$ cat src/hdl/gsr_pkg.sv
package gsr_pkg;

  // ----------------------------------------------------------------
  // Address map of the interface slot
  // ----------------------------------------------------------------
  // Full byte addresses of the support registers
  localparam logic [23:0] REG_STATUS_CTRL_ADDR = 24'h47_0003;
  localparam logic [23:0] REG_EXT_STATUS_ADDR  = 24'h47_0005;
  localparam logic [23:0] REG_POLL_STATUS_ADDR = 24'h47_0007;
  localparam logic [23:0] REG_POLL_MASK_ADDR   = 24'h47_0009;
  // The slot is 64 KiB wide; the top byte selects it
  localparam logic [7:0]  SLOT_SELECT          = REG_STATUS_CTRL_ADDR[23:16];
  // Registers repeat every 16 bytes inside the slot
  localparam int          MIRROR_BITS          = 4;

  // ----------------------------------------------------------------
  // Field positions
  // ----------------------------------------------------------------
  localparam int STAT_ONE_BIT     = 7;  // Status: reads constant 1
  localparam int STAT_PEND_BIT    = 6;  // Status: controller irq pending
  localparam int STAT_ZERO_BIT    = 2;  // Status: reads constant 0
  localparam int STAT_DMA_BIT     = 0;  // Status/control: DMA enable
  localparam int EXT_SYSCTL_BIT   = 7;  // Ext: system controller line
  localparam int EXT_CIC_BIT      = 6;  // Ext: in-charge, active low
  localparam int EXT_KEYBOARD_BIT = 2;  // Ext: keyboard level-7 irq
  localparam int EXT_ONE_BIT      = 0;  // Ext: reads constant 1
  localparam int POLL_ENABLE_BIT  = 7;  // Poll status: irq enable
  localparam int POLL_REQUEST_BIT = 6;  // Poll status: irq request

  // ----------------------------------------------------------------
  // Driven-bit masks (undriven bits float on the data bus)
  // ----------------------------------------------------------------
  localparam logic [7:0] STAT_DRIVEN_MASK = 8'hC5;
  localparam logic [7:0] EXT_DRIVEN_MASK  = 8'hC5;
  localparam logic [7:0] ALL_DRIVEN_MASK  = 8'hFF;

  // ----------------------------------------------------------------
  // Reset values
  // ----------------------------------------------------------------
  localparam logic       DMA_ENABLE_RESET = 1'h0;
  localparam logic       POLL_ENABLE_RESET = 1'h0;
  localparam logic [7:0] POLL_MASK_RESET  = 8'h00;

  // ----------------------------------------------------------------
  // Parallel-poll watcher states, one-hot
  // ----------------------------------------------------------------
  typedef enum logic [2:0] {
    GSR_POLL_OFF    = 3'h1,
    GSR_POLL_SAMPLE = 3'h2,
    GSR_POLL_HELD   = 3'h4
  } gsr_poll_state_e;

endpackage

$ cat src/hdl/gsr_poll_detect.sv
module gsr_poll_detect (
  // Clock and reset
  input  wire logic       clk_i,
  input  wire logic       nrst_i,
  // Control from the register file
  input  wire logic       enable_i,
  input  wire logic [7:0] mask_i,
  input  wire logic       clear_i,
  // Bus side
  input  wire logic [7:0] data_lines_i,
  input  wire logic       poll_phase_i,
  // Result
  output logic            request_o,
  output logic            sampling_o
);

  // ----------------------------------------------------------------
  // State register and decode
  // ----------------------------------------------------------------
  gsr_pkg::gsr_poll_state_e state;       // Current watcher state
  gsr_pkg::gsr_poll_state_e next_state;  // Next watcher state
  logic                     hit;         // Response on an unmasked line

  // During the poll phase, a 1 on any line whose mask bit is set counts as a response
  assign hit        = poll_phase_i && ((data_lines_i & mask_i) != 8'h00);
  assign sampling_o = (state == gsr_pkg::GSR_POLL_SAMPLE);
  assign request_o  = (state == gsr_pkg::GSR_POLL_HELD);

  // Next-state choice
  always_comb
  begin
    next_state = state;
    case (state)
      gsr_pkg::GSR_POLL_OFF:
      begin
        if (enable_i)
          next_state = gsr_pkg::GSR_POLL_SAMPLE;
      end
      gsr_pkg::GSR_POLL_SAMPLE:
      begin
        // Response freezes sampling until software acknowledges
        if (enable_i && hit)
          next_state = gsr_pkg::GSR_POLL_HELD;
        else if (!enable_i)
          next_state = gsr_pkg::GSR_POLL_OFF;
      end
      gsr_pkg::GSR_POLL_HELD:
      begin
        // Only an acknowledge releases the request
        if (clear_i)
          next_state = enable_i ? gsr_pkg::GSR_POLL_SAMPLE : gsr_pkg::GSR_POLL_OFF;
      end
      default:
      begin
        next_state = gsr_pkg::GSR_POLL_OFF;
      end
    endcase
  end

  // State flop
  always_ff @(posedge clk_i or negedge nrst_i)
  begin
    if (!nrst_i)
      state <= gsr_pkg::GSR_POLL_OFF;
    else
      state <= next_state;
  end

endmodule

$ cat src/hdl/gsr_regs.sv
// What this block does
// - Registers mirrored throughout the 64 KiB slot
// - Status reads 1, pending, 0, DMA enable
// - Pending flag shows controller level-3 request
// - Bit 0 read/write enables DMA channel 0
// - Status writes touch only DMA enable
// - Undefined status/ext bits float, writes ignored
// - Extended status is read-only
// - Ext bit 7 shows system-controller line
// - Ext bit 6 shows active-low in-charge
// - Ext bit 2 keyboard level-7, bit 0 one
// - Poll status: enable, request; write 0 clears
// - Eight-bit mask selects examined data lines
// - Response raises level 3, stops sampling
module gsr_regs (
  // Clock and reset
  input  wire logic        clk_i,
  input  wire logic        nrst_i,
  // Processor I/O bus
  input  wire logic        io_strobe_i,
  input  wire logic        io_write_i,
  input  wire logic [23:0] io_addr_i,
  input  wire logic [7:0]  io_wdata_i,
  output logic [7:0]       io_rdata_o,
  output logic [7:0]       io_rdata_oe_o,
  output logic             io_ack_o,
  output logic             ctl_chip_sel_o,
  // Controller chip and board status
  input  wire logic        chip_irq_i,
  input  wire logic        sys_controller_line_i,
  input  wire logic        in_charge_n_i,
  input  wire logic        keyboard_level7_irq_i,
  // Parallel poll bus view
  input  wire logic [7:0]  bus_data_i,
  input  wire logic        poll_phase_i,
  // Outputs to the system
  output logic             dma_chan0_enable_o,
  output logic             irq_level3_o
);

  // ----------------------------------------------------------------
  // Address decode
  // ----------------------------------------------------------------
  logic [gsr_pkg::MIRROR_BITS-1:0] offset;      // Mirrored register index
  logic                            slot_hit;    // Access lands in our slot
  logic                            sel_stat;    // Status/control selected
  logic                            sel_ext;     // Extended status selected
  logic                            sel_poll;    // Poll status selected
  logic                            sel_mask;    // Poll mask selected
  logic                            sel_ours;    // Any support register
  logic                            wr_stat;     // Write to status/control
  logic                            wr_poll;     // Write to poll status
  logic                            wr_mask;     // Write to poll mask
  logic                            rd_any;      // Read of a support register

  // Upper slot bits between select and index are ignored, so images repeat
  assign offset   = io_addr_i[gsr_pkg::MIRROR_BITS-1:0];
  assign slot_hit = io_strobe_i && (io_addr_i[23:16] == gsr_pkg::SLOT_SELECT);
  assign sel_stat = slot_hit && (offset == gsr_pkg::REG_STATUS_CTRL_ADDR[gsr_pkg::MIRROR_BITS-1:0]);
  assign sel_ext  = slot_hit && (offset == gsr_pkg::REG_EXT_STATUS_ADDR[gsr_pkg::MIRROR_BITS-1:0]);
  assign sel_poll = slot_hit && (offset == gsr_pkg::REG_POLL_STATUS_ADDR[gsr_pkg::MIRROR_BITS-1:0]);
  assign sel_mask = slot_hit && (offset == gsr_pkg::REG_POLL_MASK_ADDR[gsr_pkg::MIRROR_BITS-1:0]);
  assign sel_ours = sel_stat || sel_ext || sel_poll || sel_mask;
  // Extended status gets no write strobe, so writes to it change nothing
  assign wr_stat  = sel_stat && io_write_i;
  assign wr_poll  = sel_poll && io_write_i;
  assign wr_mask  = sel_mask && io_write_i;
  assign rd_any   = sel_ours && !io_write_i;

  // Every other image in the slot belongs to the controller chip
  assign ctl_chip_sel_o = slot_hit && !sel_ours;

  // ----------------------------------------------------------------
  // Control registers
  // ----------------------------------------------------------------
  logic       dma_en;          // DMA channel 0 enable
  logic       poll_irq_enable; // Parallel-poll interrupt enable
  logic [7:0] poll_mask;       // Lines examined during poll
  logic       poll_req;        // Request held by the watcher
  logic       poll_clear;      // Acknowledge: write 0 to request bit
  logic       poll_sampling;   // Watcher is looking at the lines

  // Status write keeps only bit 0; the rest is dropped
  always_ff @(posedge clk_i or negedge nrst_i)
  begin
    if (!nrst_i)
      dma_en <= gsr_pkg::DMA_ENABLE_RESET;
    else if (wr_stat)
      dma_en <= io_wdata_i[gsr_pkg::STAT_DMA_BIT];
  end

  // Poll enable; reset leaves polling off until software arms it
  always_ff @(posedge clk_i or negedge nrst_i)
  begin
    if (!nrst_i)
      poll_irq_enable <= gsr_pkg::POLL_ENABLE_RESET;
    else if (wr_poll)
      poll_irq_enable <= io_wdata_i[gsr_pkg::POLL_ENABLE_BIT];
  end

  // Poll mask, plain read/write
  always_ff @(posedge clk_i or negedge nrst_i)
  begin
    if (!nrst_i)
      poll_mask <= gsr_pkg::POLL_MASK_RESET;
    else if (wr_mask)
      poll_mask <= io_wdata_i;
  end

  // Writing a 1 to the request bit does nothing
  assign poll_clear = wr_poll && !io_wdata_i[gsr_pkg::POLL_REQUEST_BIT];

  // ----------------------------------------------------------------
  // Parallel-poll watcher
  // ----------------------------------------------------------------
  // The watcher sets only while sampling and clears only while holding,
  // so a set can never be lost to a clear in the same cycle
  gsr_poll_detect i_gsr_poll_detect (
    .clk_i        (clk_i),
    .nrst_i       (nrst_i),
    .enable_i     (poll_irq_enable),
    .mask_i       (poll_mask),
    .clear_i      (poll_clear),
    .data_lines_i (bus_data_i),
    .poll_phase_i (poll_phase_i),
    .request_o    (poll_req),
    .sampling_o   (poll_sampling)
  );

  // ----------------------------------------------------------------
  // Read data mux
  // ----------------------------------------------------------------
  logic [7:0] stat_word;     // Status image
  logic [7:0] ext_word;      // Extended status image
  logic [7:0] poll_word;     // Poll status image
  logic [7:0] rd_word;       // Selected word
  logic [7:0] rd_oe;         // Selected drive pattern

  // Status image built bit by bit; undefined positions read zero here
  always_comb
  begin
    stat_word                         = 8'h00;
    stat_word[gsr_pkg::STAT_ONE_BIT]  = 1'b1;
    stat_word[gsr_pkg::STAT_PEND_BIT] = chip_irq_i;
    stat_word[gsr_pkg::STAT_ZERO_BIT] = 1'b0;
    stat_word[gsr_pkg::STAT_DMA_BIT]  = dma_en;
  end

  // Board lines pass straight through; pins count as synchronous
  always_comb
  begin
    ext_word                            = 8'h00;
    ext_word[gsr_pkg::EXT_SYSCTL_BIT]   = sys_controller_line_i;
    ext_word[gsr_pkg::EXT_CIC_BIT]      = in_charge_n_i;
    ext_word[gsr_pkg::EXT_KEYBOARD_BIT] = keyboard_level7_irq_i;
    ext_word[gsr_pkg::EXT_ONE_BIT]      = 1'b1;
  end

  // Poll status; the six low bits are driven zeros, not floating
  always_comb
  begin
    poll_word                            = 8'h00;
    poll_word[gsr_pkg::POLL_ENABLE_BIT]  = poll_irq_enable;
    poll_word[gsr_pkg::POLL_REQUEST_BIT] = poll_req;
  end

  // Undefined status and ext positions are left undriven so the bus floats there
  assign rd_word = sel_stat ? stat_word :
                   sel_ext  ? ext_word  :
                   sel_poll ? poll_word : poll_mask;
  assign rd_oe   = sel_stat ? gsr_pkg::STAT_DRIVEN_MASK :
                   sel_ext  ? gsr_pkg::EXT_DRIVEN_MASK  :
                              gsr_pkg::ALL_DRIVEN_MASK;

  // Read data and acknowledge, one cycle after the strobe
  always_ff @(posedge clk_i or negedge nrst_i)
  begin
    if (!nrst_i)
    begin
      io_rdata_o    <= 8'h00;
      io_rdata_oe_o <= 8'h00;
      io_ack_o      <= 1'b0;
    end
    else
    begin
      io_rdata_o    <= rd_any ? rd_word : 8'h00;
      io_rdata_oe_o <= rd_any ? rd_oe : 8'h00;
      io_ack_o      <= sel_ours;
    end
  end

  // ----------------------------------------------------------------
  // System outputs
  // ----------------------------------------------------------------
  // DMA and poll share the local bus; software must not enable both
  always_ff @(posedge clk_i or negedge nrst_i)
  begin
    if (!nrst_i)
    begin
      dma_chan0_enable_o <= 1'b0;
      irq_level3_o       <= 1'b0;
    end
    else
    begin
      dma_chan0_enable_o <= dma_en;
      irq_level3_o       <= chip_irq_i || (poll_req && poll_irq_enable);
    end
  end

  // Helper: first cycle after reset release
  logic first_cycle;
  always_ff @(posedge clk_i or negedge nrst_i)
  begin
    if (!nrst_i)
      first_cycle <= 1'b1;
    else
      first_cycle <= 1'b0;
  end
endmodule

$ cat config.mk
export PLATFORM = sky130hd
export DESIGN_NAME = gsr_regs
export DESIGN_NICKNAME = d
export VERILOG_FILES = /design/src/hdl/gsr_pkg.sv /design/src/hdl/gsr_poll_detect.sv /design/src/hdl/gsr_regs.sv
export SDC_FILE = /design/constraint.sdc
export NUM_CORES = 1
export LEC_CHECK = 0
export BUFFER_PORTS_ARGS = -buffer_cell sky130_fd_sc_hd__buf_4
export CAP_MARGIN = 20
export CORE_MARGIN = 10
export CORE_UTILIZATION = 47
export DETAILED_ROUTE_END_ITERATION = 10
export PLACE_DENSITY = 0.84
export REMOVE_ABC_BUFFERS = 1
export SLEW_MARGIN = 20
export SYNTH_ARGS = -nofsm -noshare
export SYNTH_HDL_FRONTEND = slang
export SYNTH_SLANG_ARGS = --single-unit
$ cat constraint.sdc
create_clock -name clk_i -period 2.6 [get_ports clk_i]
set_input_delay 0.13 -clock clk_i [delete_from_list [all_inputs] [get_ports clk_i]]
set_output_delay 0.13 -clock clk_i [all_outputs]
set_load 0.01 [all_outputs]
Word-level counts from Yosys, hierarchy flattened
Cells that the tools add are included.
Widths: inputs -> output; s select.
- mux-type cells: 13
- bitwise gates (word level): 1
- reduce and logical (&&, ||, !) cells: 23
- equality and inequality tests: 11
- operator list (cell ; number):
    $mux 8 ; 5
    $logic_and 1x1->1 ; 14
    $mux 3 ; 4
    $mux 6 ; 2
    $pmux 3 s3 ; 1
    $and 8x8->8 ; 1
    $eq 4x3->1 const B ; 2
    $eq 8x7->1 const B ; 1
    $reduce_bool 8->1 ; 1
    $eq 4x2->1 const B ; 1
    $eq 4x4->1 const B ; 1
    $logic_or 1x1->1 ; 4
    $eq 3x1->1 const B ; 1
    $eq 3x2->1 const B ; 1
    $eq 3x3->1 const B ; 1
    $logic_not 1->1 ; 3
    $ne 3x3->1 const B ; 1
    $reduce_and 3->1 ; 1
    $mux 2 ; 1
    $ne 2x1->1 const B ; 1
    $ne 2x2->1 const B ; 1
- bits in registers: 32
- bits of input ports: 49
- word-level logic and storage cells: 57
- output and inout port bits: 20

Depth between registers and ports, before layout
Gate-level depths: netlist of run 1.
- word-level depth: 8
- depth in mapped cells: 5
- depth with buffers taken out: 4

Hierarchy
Synthesis of run 1 repeated with hierarchy kept, for this count alone.
- cells, all modules: 117
- area total of the unflattened synthesis: 1342.5 um^2
- by module, submodules not included (module ; cells an instance ; seq. area each (um^2) ; times used ; area each (um^2)):
    gsr_regs ; 91 ; 575.6 ; 1 ; 1088.5
    gsr_poll_detect ; 26 ; 76.3 ; 1 ; 254.0

Worst setup path before layout of run 1
OpenSTA, ideal clock, no wires.
- path type: input-to-reg
- from: input io_addr_i[21]
- to: register dma_en
- data required time: 2.472 ns
- arrival time: 1.804 ns
- library setup time: 0.128 ns
- setup slack: 0.669 ns
- stages on the path: 5
- path through: or4b_4 or4_1 buf_2 nor3_1 mux2_1
- word-level cells in the longest chain between the ends: 4
- ends and longest elaborated chain (element ; line ; text):
    from (decl) ; gsr_regs.sv:22 ; input wire logic [23:0] io_addr_i,
    $eq 8x7->1 ; gsr_regs.sv:58 ; assign slot_hit = io_strobe_i && (io_addr_i[23:16] == gsr_pkg::SLOT_SELECT);
    $logic_and 1x1->1 ; gsr_regs.sv:58 ;
    $logic_and 1x1->1 ; gsr_regs.sv:59 ; assign sel_stat = slot_hit && (offset == gsr_pkg::REG_STATUS_CTRL_ADDR[gsr_pkg::MIRROR_BITS-1:0]);
    $logic_and 1x1->1 ; gsr_regs.sv:65 ; assign wr_stat = sel_stat && io_write_i;
    to (signal assigned) ; gsr_regs.sv:87 ; dma_en <= gsr_pkg::DMA_ENABLE_RESET;
    to (signal assigned) ; gsr_regs.sv:89 ; dma_en <= io_wdata_i[gsr_pkg::STAT_DMA_BIT];
    to (decl) ; gsr_regs.sv:76 ; logic dma_en;
No other way between the ends.
A chain may end at the register's enable or synchronous reset.

Final worst setup path of run 1
Ends and elaborated chain as after synthesis.

==> results of run 1 <==
==> cells in the mapped netlist, types with 2 or more instances <==
master / count / share of area (%)
dfrtp_1: 25 / 49
mux2_2: 9 / 8.0
buf_4: 6 / 3.6
a22oi_1: 5 / 3.0
nand2_1: 5 / 1.5
and2_1: 4 / 2.0
inv_1: 4 / 1.2
nor2b_1: 4 / 2.0
a21boi_0: 3 / 1.8
a21oi_1: 3 / 1.2
nand3_1: 3 / 1.2
nand4_1: 3 / 1.5
nor2_1: 3 / 0.89
nor3_1: 3 / 1.2
nor4_1: 3 / 1.5
buf_2: 2 / 0.79
clkbuf_1: 2 / 0.59
mux2i_1: 2 / 1.6
nand4b_1: 2 / 1.4
==> metal layers <==
layer  wire length (µm)  vias up  part of all wire, %  GRT usage, %
met5                  0        -                    0             0
met4                 29        0                 0.88         4.731
met3                283        2                  8.6         4.683
met2               1671       50                   51         22.94
met1               1307      522                   40         13.65
li1                   -      512                    -             -
==> report_power, final <==
group / switching [mW] / internal (mW) / total [mW]
clock: 0.111 / 0.0600 / 0.171
sequential: 0.000621 / 0.406 / 0.406
combinational: 0.0307 / 0.0457 / 0.0764
total: 0.142 / 0.511 / 0.654
==> worst paths after layout <==
check                                             endpoint  slack (ns)  cells after the start
worst max-delay path                                dma_en        0.75                      5
max in group asynchronous       i_gsr_poll_detect.state[0]        2.05                      2
worst min register to register          dma_chan0_enable_o        0.42                      0
worst min-delay path                          poll_mask[3]        0.04                      2
worst max register to register               io_rdata_o[6]        1.17                      4
min in group asynchronous                     poll_mask[4]        0.25                      2
==> kinds of logic after synthesis <==
| family | synth area share, % |
|---|---|
| simple gates | 17.71 |
| flops | 51.53 |
| compound gates | 14.15 |
| buf+inv | 6.132 |
| mux | 10.48 |
==> layout make-up <==
class / instances / share of cell area [%]
Tap cell: 30 / 2.190
Sequential cell: 26 / 38.03
Timing Repair Buffer: 59 / 26.13
Inverter: 4 / 0.8759
Clock buffer: 4 / 1.533
Multi-Input combinational cell: 72 / 31.24
==> registers in the layout (all words and copies together), names as in the netlist <==
signal	count
dma_chan0_enable_o	1
poll_irq_enable	1
io_rdata_o	8
dma_en	1
io_ack_o	1
irq_level3_o	1
io_rdata_oe_o	2
poll_mask	8
i_gsr_poll_detect.state	3
==> cells in the final DEF (no fill, tap or decap), types with 4 or more instances in the layout <==
cell / count
dfrtp_1: 25
inv_1: 4
mux2_2: 9
nor2b_1: 4
buf_4: 57
and2_1: 4
a22oi_1: 5
nand2_1: 5
==> what timing repair did <==
item	4_1_cts	5_1_grt
hold endpoints to repair	27	0
gates resized for setup	0	0
endpoints found under the setup margin	0	0
hold buffers	2	0
==> per-stage QoR <==
step	total power, mW	cells	utilization [%]
2_1_floorplan	0.4290	102	-
3_3_place_gp	0.4861	189	66.12
3_5_place_dp	0.4886	189	66.12
4_1_cts	0.6610	195	67.96
5_1_grt	0.6873	195	67.96
6_report	0.6538	195	67.96
==> flow_metrics.tcl, run 1 <==
set metrics [dict create \
    cp_slowest_cell "or4_1" \
    cts_num_sinks 26 \
    synth_area_um2 1265 \
    ant_nets 0 \
    crit_start "io_addr_i[21]" \
    grt_pass1_vias 1206 \
    cts_tree "yes" \
    grt_overflow 0 \
    grt_pass1_wl_um 5513 \
    r2r-start "i_gsr_poll_detect.state[1]" \
    syn_avg_cell_area_um2 11.29 \
    dp_hpwl_um 2681 \
    min_from "io_wdata_i[3]" \
    path_cells "buf_4 -> or4b_4 -> or4_1 -> nor3_1 -> mux2_1" \
    max_cap_violations 0 \
    drt-initial-drc-count 74 \
    core-area_um2 2522 \
    drc 0 \
    p_leak_nw 0.8758 \
    worst-setup-path-type "input pin to register" \
    nets 215 \
    initial_core_util_pct 50.15 \
    yosys_warnings 0 \
    worstPathArrival_ns 2.06 \
    routabilityCongestion 0.7955 \
    min_period_ns 1.846 \
    fmaxAchievable_mhz 541.6 \
    rows 18 \
    synth.distinct_cells 40 \
    wirelength_um 3291 \
    min_period_over_period_pct 71.01 \
    numCtsBuffers 3 \
    cp_top_family "simple AND/OR/NAND/NOR gates" \
    chipHeight_um 71.88 \
    async_reset_ff_share_pct 100.0 \
    place_ws_ns 0.4112 \
    timing.critical_path.buf_inv 1 \
    layout-drive-gt1-share_pct 45.45 \
    io_pins 69 \
    multiInputGateArea_um2 535.5 \
    hold_ws_ns 0.03864 \
    finalSetupViolCount 0 \
    cts_setup_buffers 0 \
    grt.total_usage_pct 12.93 \
    drv_slew 0 \
    cts.root.buffer_cell "clkbuf_4" \
    antenna_found_initial 0 \
    tns_ns 0 \
    drt-pass1-iter-count 4 \
    synth_cells 112 \
    end_kind "register" \
    die_x_um 71.88 \
    synth_edf_count 0 \
    grt_setup_unrepaired "no" \
    die-area_um2 5167 \
    fin_ws_ns 0.7538 \
    required_ns 2.81 \
    max_stage_delay_ns 0.66 \
    start_kind "input pin" \
    grt_max_degree 27 \
    design_area_um2 1714 \
    ir_drop_v 0.0003062 \
    seq_area_frac_synth_pct 51.53 \
    power.density_nw_per_um2 381.4 \
    place_area_um2 1668 \
    status "complete, no violations" \
    crit_fanout 8 \
    regArea_um2 651.9 \
    clk_pin_slew_ns 0.13 \
    io_buffers 56 \
    vias 1086 \
    via_per_inst 5.569 \
    tightest_slew_ns 0.4281 \
    avgRoutedWirePerCell_um 16.88 \
    diodes 0 \
    clock_path_buffers 2 \
    finalHoldViolCount 0 \
    finClkSkew_ns 0.001889 \
    fillCellCount 201 \
    hp-class "input pin to register" \
    clock_latency_ns 0.31 \
    syn2layout_area_growth_pct 35.51 \
    synth_ff_type "dfrtp_1" \
    max-slew-margin-rel_pct 71.40 \
    ys_ff_latch 26 \
    cts_max_level 1 \
]
No activity file was read; power rests on OpenSTA's default activity.
==> run 2, diff against run 1 <==
--- a/config.mk
+++ b/config.mk
@@ -8,9 +8,9 @@
 export BUFFER_PORTS_ARGS = -buffer_cell sky130_fd_sc_hd__buf_4
 export CAP_MARGIN = 20
 export CORE_MARGIN = 10
-export CORE_UTILIZATION = 47
+export CORE_UTILIZATION = 44
 export DETAILED_ROUTE_END_ITERATION = 10
-export PLACE_DENSITY = 0.84
+export PLACE_DENSITY = 0.79
 export REMOVE_ABC_BUFFERS = 1
 export SLEW_MARGIN = 20
 export SYNTH_ARGS = -nofsm -noshare
==> constraint.sdc (replaced) <==
create_clock -name clk_i -period 1.7 [get_ports clk_i]
set_input_delay 0.085 -clock clk_i [delete_from_list [all_inputs] [get_ports clk_i]]
set_output_delay 0.085 -clock clk_i [all_outputs]
set_load 0.01 [all_outputs]
==> run 2 against run 1 <==
  * Combinational power grew 82%
  * Clock skew grew 0.0046 ns
  * Sequential cell count is the same
==> flow_metrics.tcl, run 2 (synthesis gave the netlist of run 1 again) <==
set metrics [dict create \
    status "complete, no violations" \
    drc 0 \
    grt.total_usage_pct 13.02 \
    die-area_um2 5420 \
    max_stage_delay_ns 0.52 \
    wl_met2_um 1799 \
    io_buffers 56 \
    cts.root.buffer_cell "clkbuf_4" \
    max-slew-margin-rel_pct 67.45 \
    cts_num_sinks 26 \
    initial_core_util_pct 45.87 \
    tns_ns 0 \
    layout-drive-gt1-share_pct 45.86 \
    ant_nets 0 \
    place_area_um2 1729 \
    final_core_util_pct 67.74 \
    top_layer "met4" \
    grt_pass1_wl_um 5568 \
    cp_slowest_cell "or4b_4" \
    final_cell_mix "65 x buf_4, 25 x dfrtp_1, 10 x dlygate4sd3_1, 9 x mux2_2" \
    cts_tree "yes" \
    core-area_um2 2758 \
    required_ns 1.96 \
    tightest_slew_ns 0.4837 \
    routabilityCongestion 0.8688 \
    layout_commonest_cell "buf_4" \
    crit_fanout 7 \
    cp_num_cells 6 \
    grt_pass1_vias 1247 \
    chipHeight_um 73.62 \
    path_cells "buf_4 -> or4b_4 -> or4_1 -> buf_4 -> o311a_1 -> a21oi_1" \
    fmaxAchievable_mhz 613.6 \
    hp-class "input pin to register" \
    min_period_ns 1.630 \
    numCtsBuffers 3 \
    cp_top_family "simple AND/OR/NAND/NOR gates" \
    crit_top_cell "buf_4" \
    min_path_cells 3 \
    max_cap_violations 0 \
    worst-setup-path-type "input pin to register" \
    start_kind "input pin" \
    finClkSkew_ns 0.006517 \
    multiInputGateArea_um2 548.0 \
    reg.largest.list "io_rdata_o x8, poll_mask x8, i_gsr_poll_detect.state x3" \
    cts_max_level 1 \
    met1_length_um 1293 \
    syn2layout_area_growth_pct 47.68 \
    fillCellCount 199 \
    fin_ws_ns 0.07025 \
    grt_overflow 0 \
    regArea_um2 651.9 \
    p_leak_nw 0.9453 \
    clock_latency_ns 0.32 \
    timing.critical_path.buf_inv 2 \
    wirelength_um 3486 \
    io_pins 69 \
    avgRoutedWirePerCell_um 16.44 \
    hold_ws_ns 0.02435 \
    min_period_over_period_pct 95.87 \
    place_ws_ns -0.2601 \
    route.met3.wl_um 276 \
    dp_hpwl_um 2739 \
    drt-initial-drc-count 48 \
    finalHoldViolCount 0 \
    end_kind "register" \
    power.density_nw_per_um2 551.1 \
    drv_slew 0 \
    grt_setup_unrepaired "no" \
    via_per_inst 5.462 \
    die_x_um 73.62 \
    grt_max_degree 27 \
    nets 231 \
    rows 19 \
    finalSetupViolCount 0 \
    worstPathArrival_ns 1.89 \
    design_area_um2 1868 \
    clk_pin_slew_ns 0.13 \
    diodes 0 \
    reg2reg_depth 4 \
    clock_path_buffers 2 \
    antenna_found_initial 0 \
    ir_drop_v 0.0005017 \
    vias 1158 \
    drt-pass1-iter-count 4 \
]
==> run 2: cell types whose count changed in the layout (fill, tap and decap cells not counted), sizes merged <==
cell         before  now
buf              57   65
dlygate4sd3       2   10
==> run 2: worst paths after layout <==
kind	start	to	slack (ns)
max	io_addr_i[21]	i_gsr_poll_detect.state[0]	0.07
min	keyboard_level7_irq_i	io_rdata_o[2]	0.02
max in group asynchronous	nrst_i	i_gsr_poll_detect.state[0]	1.22
min in group asynchronous	nrst_i	poll_mask[3]	0.18
max reg2reg	i_gsr_poll_detect.state[2]	io_rdata_o[6]	0.28
min reg2reg	dma_en	dma_chan0_enable_o	0.44
==> run 2: worst reg2reg max path, stage by stage, from the launching register on <==
cell	delay [ns]
dfrtp_1	0.46
nor3b_1	0.42
mux2i_1	0.14
a22oi_1	0.16
o221a_2	0.20
==> run 2: area by class of cell <==
type                       instances  share of cell area, %
clock buffer                       4                  1.407
inverter                           4                 0.8038
multi-input combinational         72                  29.34
sequential                        26                  34.90
tap                               31                  2.076
timing repair buffer              75                  31.48
==> run 2: report_power, final <==
group / switching [mW] / total [mW] / internal (mW) / leakage [nW]
combinational: 0.0526 / 0.139 / 0.0866 / 0.573
sequential: 0.00102 / 0.622 / 0.621 / 0.358
clock: 0.177 / 0.269 / 0.0920 / 0.0150
total: 0.230 / 1.03 / 0.799 / 0.945
==> run 2: through the flow <==
step	instances	power, mW
final	212	1.030
after floorplan	102	0.6561
after CTS	210	1.026
after detailed placement	198	0.7528
after global routing	212	1.066
after global placement	198	0.7493
==> run 2: timing repair <==
action                                  in CTS  in global routing
hold endpoints to repair                    33                  3
resized for setup                            0                  1
hold buffers                                 8                  2
endpoints found under the setup margin       0                  1
setup buffers                                0                  0
==> run 2: layer usage <==
layer / up-vias / global-route usage (%)
met5: - / 0
met3: 9 / 2.961
li1: 543 / -
met2: 54 / 22.44
met4: 0 / 7.867
met1: 552 / 14.07
